### config.mk
export PLATFORM = sky130hd
export DESIGN_NAME = sbp_port
export DESIGN_NICKNAME = d
export VERILOG_FILES = /design/src/sbp_pkg.sv /design/src/sbp_pin.sv /design/src/sbp_port.sv
export SDC_FILE = /design/constraint.sdc
export NUM_CORES = 1
export LEC_CHECK = 0
export BUFFER_PORTS_ARGS = -buffer_cell sky130_fd_sc_hd__buf_2
export CORE_MARGIN = 1.5
export CORE_UTILIZATION = 51
export DETAILED_ROUTE_END_ITERATION = 8
export PLACE_DENSITY = 0.77
export SYNTH_ARGS = -nofsm -noshare
export SYNTH_HDL_FRONTEND = slang
export SYNTH_HIERARCHICAL = 1
export SYNTH_SLANG_ARGS = --single-unit
### constraint.sdc
create_clock -name sys_clk_i -period 1.74 [get_ports sys_clk_i]
set_input_delay 0 -clock sys_clk_i [delete_from_list [all_inputs] [get_ports sys_clk_i]]
set_output_delay 0 -clock sys_clk_i [all_outputs]
set_load 0.005 [all_outputs]
### src/sbp_pkg.sv
// Package: register map, field positions and carriers for the six-bit port
package sbp_pkg;
   localparam int NPINS = 6;
   localparam int AVS_AW = 8;
   localparam logic [7:0] IDX_PIN_LEVELS = 8'h16;
   localparam logic [7:0] IDX_DIRECTION = 8'h17;
   localparam logic [7:0] IDX_LATCH = 8'h18;
   localparam logic [7:0] IDX_SYSCTL = 8'h35;
   localparam logic [7:0] IDX_ALTCTL = 8'h20;
   localparam logic [7:0] IDX_PCMASK = 8'h21;
   localparam logic [7:0] RST_DIRECTION = 8'h00;
   localparam logic [7:0] RST_LATCH = 8'h00;
   localparam logic [7:0] RST_SYSCTL = 8'h00;
   localparam logic [7:0] RST_ALTCTL = 8'h00;
   localparam logic [7:0] RST_PCMASK = 8'h00;
   localparam logic [7:0] PORT_MASK = 8'h3f;
   localparam logic [7:0] SYSCTL_WMASK = 8'h7b;
   localparam int SYSCTL_PUD = 6;
   localparam int ALT_TWOWIRE = 0;
   localparam int ALT_THREEWIRE = 1;
   localparam int ALT_START_IE = 2;
   localparam int ALT_PC_IE = 3;
   localparam int ALT_CONV1_DD = 4;
   localparam int ALT_CMP_POS_DD = 5;
   localparam int ALT_CMP_NEG_DD = 6;
   localparam int ALT_ANALOG_REFERENCE_PIN = 7;

   typedef struct packed {
      logic pullup_override_enable;
      logic pullup_override_value;
      logic direction_override_enable;
      logic direction_override_value;
      logic pin_value_override_enable;
      logic pin_value_override_value;
      logic input_enable_override_enable;
      logic input_enable_override_value;
      logic force_off;
   } sbp_ovr_s;

   typedef struct packed {
      logic serial_data_out;
      logic serial_clock_hold;
      logic serial_clock_toggle;
      logic timer0_compare_a_out;
      logic timer0_compare_a_en;
      logic timer0_compare_b_out;
      logic timer0_compare_b_en;
      logic timer1_compare_a_out;
      logic timer1_compare_a_en;
   } sbp_alt_s;
endpackage : sbp_pkg

### src/sbp_pin.sv
// One port pin cell: override muxing, pad drive flops and input sampling
`timescale 1ns/1ps
module sbp_pin (
   input wire logic sys_clk_i,
   input wire logic rstn_i,
   input wire logic latch_i,
   input wire logic dir_i,
   input wire logic pud_i,
   input wire sbp_pkg::sbp_ovr_s ovr_i,
   input wire logic pad_i,
   output logic pad_out_o,
   output logic pad_oe_n_o,
   output logic pad_pullup_o,
   output logic din_o,
   output logic din_en_o
);
   logic sync1_reg;
   logic sync2_reg;
   logic pu_next;
   logic dd_next;
   logic pv_next;
   logic ie_next;

   always_comb begin
      pu_next = ovr_i.pullup_override_enable ? ovr_i.pullup_override_value
              : (~dir_i & latch_i & ~pud_i);
      dd_next = ovr_i.direction_override_enable
              ? ovr_i.direction_override_value : dir_i;
      pv_next = ovr_i.pin_value_override_enable
              ? ovr_i.pin_value_override_value : latch_i;
      ie_next = ovr_i.input_enable_override_enable
              ? ovr_i.input_enable_override_value : 1'b1;
      if (ovr_i.force_off) begin
         pu_next = 1'b0;
         dd_next = 1'b0;
      end
   end

   // Pads float with pull-ups off from reset until software configures them
   always_ff @(posedge sys_clk_i) begin
      if (!rstn_i) begin
         pad_out_o <= 1'b0;
         pad_oe_n_o <= 1'b1;
         pad_pullup_o <= 1'b0;
      end else begin
         pad_out_o <= pv_next;
         pad_oe_n_o <= ~dd_next;
         pad_pullup_o <= pu_next;
      end
   end

   always_ff @(posedge sys_clk_i) begin
      if (!rstn_i) begin
         sync1_reg <= 1'b0;
         sync2_reg <= 1'b0;
         din_o <= 1'b0;
         din_en_o <= 1'b1;
      end else begin
         sync1_reg <= pad_i;
         sync2_reg <= sync1_reg;
         // Disabled inputs read zero so analog levels cannot toggle logic
         din_o <= sync2_reg & ie_next;
         din_en_o <= ie_next;
      end
   end
endmodule : sbp_pin

### src/sbp_port.sv
// Six-bit port top: Avalon-MM register slave and alternate function overrides
`timescale 1ns/1ps
module sbp_port (
   input wire logic sys_clk_i,
   input wire logic rstn_i,
   input wire logic [sbp_pkg::AVS_AW-1:0] avs_address,
   input wire logic avs_read,
   input wire logic avs_write,
   input wire logic [31:0] avs_writedata,
   input wire logic [3:0] avs_byteenable,
   output logic [31:0] avs_readdata,
   output logic avs_waitrequest,
   input wire sbp_pkg::sbp_alt_s alt_i,
   input wire logic [sbp_pkg::NPINS-1:0] pad_i,
   output logic [sbp_pkg::NPINS-1:0] pad_out_o,
   output logic [sbp_pkg::NPINS-1:0] pad_oe_n_o,
   output logic [sbp_pkg::NPINS-1:0] pad_pullup_o,
   output logic [sbp_pkg::NPINS-1:0] din_o
);
   localparam int N = sbp_pkg::NPINS;

   logic [7:0] latch_reg;
   logic [7:0] dir_reg;
   logic [7:0] sysctl_reg;
   logic [7:0] altctl_reg;
   logic [7:0] pcmask_reg;
   logic [7:0] latch_next;
   logic [7:0] rd_next;
   logic [7:0] wd;
   logic wr_en;
   logic [N-1:0] din_en;
   sbp_pkg::sbp_ovr_s ovr [N];
   logic global_pullup_disable;
   logic tw;
   logic thw;
   logic ssie;
   logic pcie;

   function automatic logic hit(input logic [7:0] idx,
                                input logic [sbp_pkg::AVS_AW-1:0] a);
      hit = ({2'b00, a[sbp_pkg::AVS_AW-1:2]} == idx);
   endfunction : hit

   assign wd = avs_writedata[7:0];
   assign wr_en = avs_write & ~avs_waitrequest & avs_byteenable[0];
   assign global_pullup_disable = sysctl_reg[sbp_pkg::SYSCTL_PUD];
   assign tw = altctl_reg[sbp_pkg::ALT_TWOWIRE];
   assign thw = altctl_reg[sbp_pkg::ALT_THREEWIRE];
   assign ssie = altctl_reg[sbp_pkg::ALT_START_IE];
   assign pcie = altctl_reg[sbp_pkg::ALT_PC_IE];

   // One wait cycle per access; the access completes on the edge after it
   always_ff @(posedge sys_clk_i) begin
      if (!rstn_i) begin
         avs_waitrequest <= 1'b1;
      end else begin
         avs_waitrequest <= ~((avs_read | avs_write) & avs_waitrequest);
      end
   end

   always_comb begin
      rd_next = 8'h00;
      if (hit(sbp_pkg::IDX_PIN_LEVELS, avs_address)) begin
         rd_next = {2'b00, din_o};
      end else if (hit(sbp_pkg::IDX_DIRECTION, avs_address)) begin
         rd_next = dir_reg;
      end else if (hit(sbp_pkg::IDX_LATCH, avs_address)) begin
         rd_next = latch_reg;
      end else if (hit(sbp_pkg::IDX_SYSCTL, avs_address)) begin
         rd_next = sysctl_reg;
      end else if (hit(sbp_pkg::IDX_ALTCTL, avs_address)) begin
         rd_next = altctl_reg;
      end else if (hit(sbp_pkg::IDX_PCMASK, avs_address)) begin
         rd_next = pcmask_reg;
      end
   end

   always_ff @(posedge sys_clk_i) begin
      if (!rstn_i) begin
         avs_readdata <= 32'h0000_0000;
      end else if (avs_read & avs_waitrequest) begin
         avs_readdata <= {24'h00_0000, rd_next};
      end
   end

   // Writing ones to the pin-level address toggles latch bits; the serial
   // clock toggle strobe flips pin 2's latch the same way
   always_comb begin
      latch_next = latch_reg;
      if (wr_en && hit(sbp_pkg::IDX_LATCH, avs_address)) begin
         latch_next = wd & sbp_pkg::PORT_MASK;
      end
      if (wr_en && hit(sbp_pkg::IDX_PIN_LEVELS, avs_address)) begin
         latch_next = latch_next ^ (wd & sbp_pkg::PORT_MASK);
      end
      latch_next[2] = latch_next[2] ^ alt_i.serial_clock_toggle;
   end

   always_ff @(posedge sys_clk_i) begin
      if (!rstn_i) begin
         latch_reg <= sbp_pkg::RST_LATCH;
      end else begin
         latch_reg <= latch_next;
      end
   end

   always_ff @(posedge sys_clk_i) begin
      if (!rstn_i) begin
         dir_reg <= sbp_pkg::RST_DIRECTION;
         sysctl_reg <= sbp_pkg::RST_SYSCTL;
         altctl_reg <= sbp_pkg::RST_ALTCTL;
         pcmask_reg <= sbp_pkg::RST_PCMASK;
      end else if (wr_en) begin
         if (hit(sbp_pkg::IDX_DIRECTION, avs_address)) begin
            dir_reg <= wd & sbp_pkg::PORT_MASK;
         end
         if (hit(sbp_pkg::IDX_SYSCTL, avs_address)) begin
            sysctl_reg <= wd & sbp_pkg::SYSCTL_WMASK;
         end
         if (hit(sbp_pkg::IDX_ALTCTL, avs_address)) begin
            altctl_reg <= wd;
         end
         if (hit(sbp_pkg::IDX_PCMASK, avs_address)) begin
            pcmask_reg <= wd & sbp_pkg::PORT_MASK;
         end
      end
   end

   always_comb begin
      for (int i = 0; i < N; i++) begin
         ovr[i] = '0;
      end
      // Pin 0: data line in two-wire mode, comparator positive input
      ovr[0].pullup_override_enable = tw;
      ovr[0].direction_override_enable = tw;
      ovr[0].direction_override_value =
         (alt_i.serial_data_out | latch_reg[0]) & dir_reg[0];
      ovr[0].pin_value_override_enable = alt_i.timer0_compare_a_en
         | alt_i.timer1_compare_a_en | (tw & dir_reg[0]);
      ovr[0].pin_value_override_value =
         alt_i.timer0_compare_a_out | alt_i.timer1_compare_a_out;
      ovr[0].input_enable_override_enable = (pcmask_reg[0] & pcie)
         | altctl_reg[sbp_pkg::ALT_CMP_POS_DD] | ssie;
      ovr[0].input_enable_override_value =
         altctl_reg[sbp_pkg::ALT_CMP_POS_DD];
      ovr[0].force_off = altctl_reg[sbp_pkg::ALT_ANALOG_REFERENCE_PIN];
      // Pin 1: compare outputs and three-wire data out share the driver
      ovr[1].pin_value_override_enable = alt_i.timer0_compare_b_en
         | alt_i.timer1_compare_a_en | thw;
      ovr[1].pin_value_override_value = alt_i.timer0_compare_b_out
         | alt_i.timer1_compare_a_out | alt_i.serial_data_out;
      ovr[1].input_enable_override_enable = (pcmask_reg[1] & pcie)
         | altctl_reg[sbp_pkg::ALT_CMP_NEG_DD];
      ovr[1].input_enable_override_value =
         altctl_reg[sbp_pkg::ALT_CMP_NEG_DD];
      // Pin 2: serial clock, held low by the serial unit when stretching
      ovr[2].pullup_override_enable = tw;
      ovr[2].direction_override_enable = tw;
      ovr[2].direction_override_value =
         (alt_i.serial_clock_hold | latch_reg[2]) & dir_reg[2];
      ovr[2].pin_value_override_enable = tw & dir_reg[2];
      ovr[2].input_enable_override_enable = (pcmask_reg[2] & pcie)
         | altctl_reg[sbp_pkg::ALT_CONV1_DD] | ssie;
      ovr[2].input_enable_override_value =
         altctl_reg[sbp_pkg::ALT_CONV1_DD];
   end

   genvar g;
   generate
      for (g = 0; g < N; g++) begin : g_pin
         sbp_pin u_pin (
            .sys_clk_i(sys_clk_i),
            .rstn_i(rstn_i),
            .latch_i(latch_reg[g]),
            .dir_i(dir_reg[g]),
            .pud_i(global_pullup_disable),
            .ovr_i(ovr[g]),
            .pad_i(pad_i[g]),
            .pad_out_o(pad_out_o[g]),
            .pad_oe_n_o(pad_oe_n_o[g]),
            .pad_pullup_o(pad_pullup_o[g]),
            .din_o(din_o[g]),
            .din_en_o(din_en[g])
         );
      end
   endgenerate
endmodule : sbp_port

==> flow_summary_export.csv <==
group,metric,value,unit
outcome,outcome,"complete, no violations",
routing,wl,8461,um
placed_design,dpl_worst_slack,170.8,ps
power,cellLeakagePower,0.001980,uW
job,cap_violations,0,
global_routing,overflow,0,
timing,fin_worst_skew,10.70,ps
power,p_seq_share,50.6,%
clock_tree,clk_latency,340,ps
logic_synthesis,synthCells,396,
clock_tree,cts_buffer_depth,2,
timing,drv_slew,0,
logic_synthesis,netlist_area,3526,um^2
timing,hold_ws,20.05,ps
finish,syn_to_final_growth,25.87,%
timing,period_minus_slack,1557,ps
floorplan,die_h,86.15,um
worst_setup_path,worst-path-max-fanout,13,
timing,hold_viol_final,0,
timing,period_share,89.50,%
global_routing,grt_pass1_vias,2970,
routing,postRouteAntennaNets,0,
timing,fmax,642.2,MHz
routing,routed-via-count,3221,
power,pwr-share-comb,8.9,%
worst_setup_path,crit_arrival,1830,ps
global_routing,grtUsageTotal,23.74,%
floorplan,row_count,30,
placed_design,gp_congestion,0.8889,
logic_synthesis,syn_area_per_cell,8.904,um^2
clock_tree,cts_tree,"built",
power,swShare,22.82,%
timing,finalWorstSetupSlack,182.7,ps
worst_setup_path,setup.worst_path.class,"flop to flop",
routing,wl_per_cell,13.87,um
placed_design,port_buffers,66,
clock_tree,postCtsResizedCells,0,
clock_tree,cts_buffers,9,
timing,tns,0,ps
power,intPower,2787,uW
floorplan,io_pins,120,
routing,drt-initial-drc-count,184,
finish,layout-drive-gt1-share,20.19,%
finish,diodes,0,
clock_tree,cts-root-buf,"clkbuf_8",
global_routing,grt_pass1_wl,13750,um
power,peakVddDrop,0.0004133,V
global_routing,grt_max_degree,36,
timing,rsz0062_at_grt,"false",
clock_tree,cts.sinks,77,
routing,drc_errors,0,
power,p_per_area,813.7,nW/um^2
floorplan,fp.dieW,86.15,um
finish,finalNonFillerCells,610,
finish,fin_nets,589,
global_routing,antenna_found_initial,0,
placed_design,placed_area,4054,um^2
placed_design,dp.cells,578,
placed_design,dp_hpwl,5812,um
finish,mostFrequentLayoutCells,"77 x dfxtp_1, 66 x buf_2, 64 x conb_1, 46 x nand2_1, 44 x a21oi_1",
clock_tree,clk_pin_slew,80,ps
routing,drt-vias-per-instance,5.280,
finish,design_area,4438,um^2
clock_tree,htreeDepth,3,
worst_setup_path,start_kind,"flop",
routing,dr.pass1.iters,5,
worst_setup_path,end_kind,"flop",
worst_hold_path,hold_class,"primary input to flop",
finish,mostFrequentLayoutCell,"dfxtp_1",
power,pwr-share-clk,40.6,%
logic_synthesis,yosys_warnings,6,
floorplan,coreArea,6756,um^2
floorplan,start_util,52.19,%
worst_setup_path,cp.required,2010,ps
power,p_switching,824.1,uW
floorplan,die-area,7421,um^2
timing,finalSetupViolCount,0,
[worst max-delay path, cell delays in order (launching register included)]
cell and delay (ps):
dfxtp_1 350, or2_1 270, buf_4 200, nor4b_1 370
o21ai_0 170, a21oi_1 140
[power groups by stage]
| stage | Combinational (uW) | Clock (uW) | Sequential [uW] |
|---|---|---|---|
| 4_1_cts | 314 | 1480 | 1830 |
| 3_5_place_dp | 283 | 0 | 1870 |
| 6_report | 320 | 1460 | 1830 |
| 5_1_grt | 357 | 1570 | 1830 |
| 2_1_floorplan | 196 | 0 | 1870 |
| 3_3_place_gp | 278 | 0 | 1870 |
[per-stage QoR]
| step | total power (uW) | utilization, % |
|---|---|---|
| 2_1_floorplan | 2061 | - |
| 3_3_place_gp | 2143 | 60.00 |
| 3_5_place_dp | 2150 | 60.00 |
| 4_1_cts | 3625 | 65.69 |
| 5_1_grt | 3757 | 65.69 |
| 6_report | 3611 | 65.69 |
[what timing repair did]
| item | in CTS | in global routing |
|---|---|---|
| buffers inserted | 0 | 0 |
| hold buffers | 17 | 0 |
| endpoints found under the hold margin | 25 | 0 |
[cell type report]
| cell class | instances | area, um^2 |
|---|---|---|
| multi-input cells | 334 | 1938 |
| clock buffers | 11 | 141.4 |
| inverters | 7 | 26.28 |
| clock inverters | 4 | 72.57 |
| fillers | 587 | 2318 |
| repair buffers | 97 | 618.1 |
| flip-flops and latches | 77 | 1541 |
| well taps | 80 | 100.1 |
[path summary, 6_finish.rpt]
| path | to | start | depth (start not counted) | slack (ps) |
|---|---|---|---|---|
| worst max-delay path | latch_reg[1] | avs_waitrequest | 5 | 180 |
| worst min-delay path | g_pin[0].u_pin/pad_out_o | alt_i[5] | 4 | 20 |
| worst max register to register | latch_reg[1] | avs_waitrequest | 5 | 180 |
| worst min register to register | g_pin[5].u_pin/din_o | g_pin[5].u_pin/sync2_reg | 2 | 420 |
[metal layers]
layer | track usage [%] | vias to the layer above | part of all wire, %
met1 | 29.32 | 1523 | 43
met3 | 3.754 | 22 | 4.5
met4 | 10.70 | 0 | 2.5
met5 | 0 | - | 0
li1 | - | 1576 | -
met2 | 40.73 | 100 | 50
Note: power is estimated with default switching activity, not from simulation.
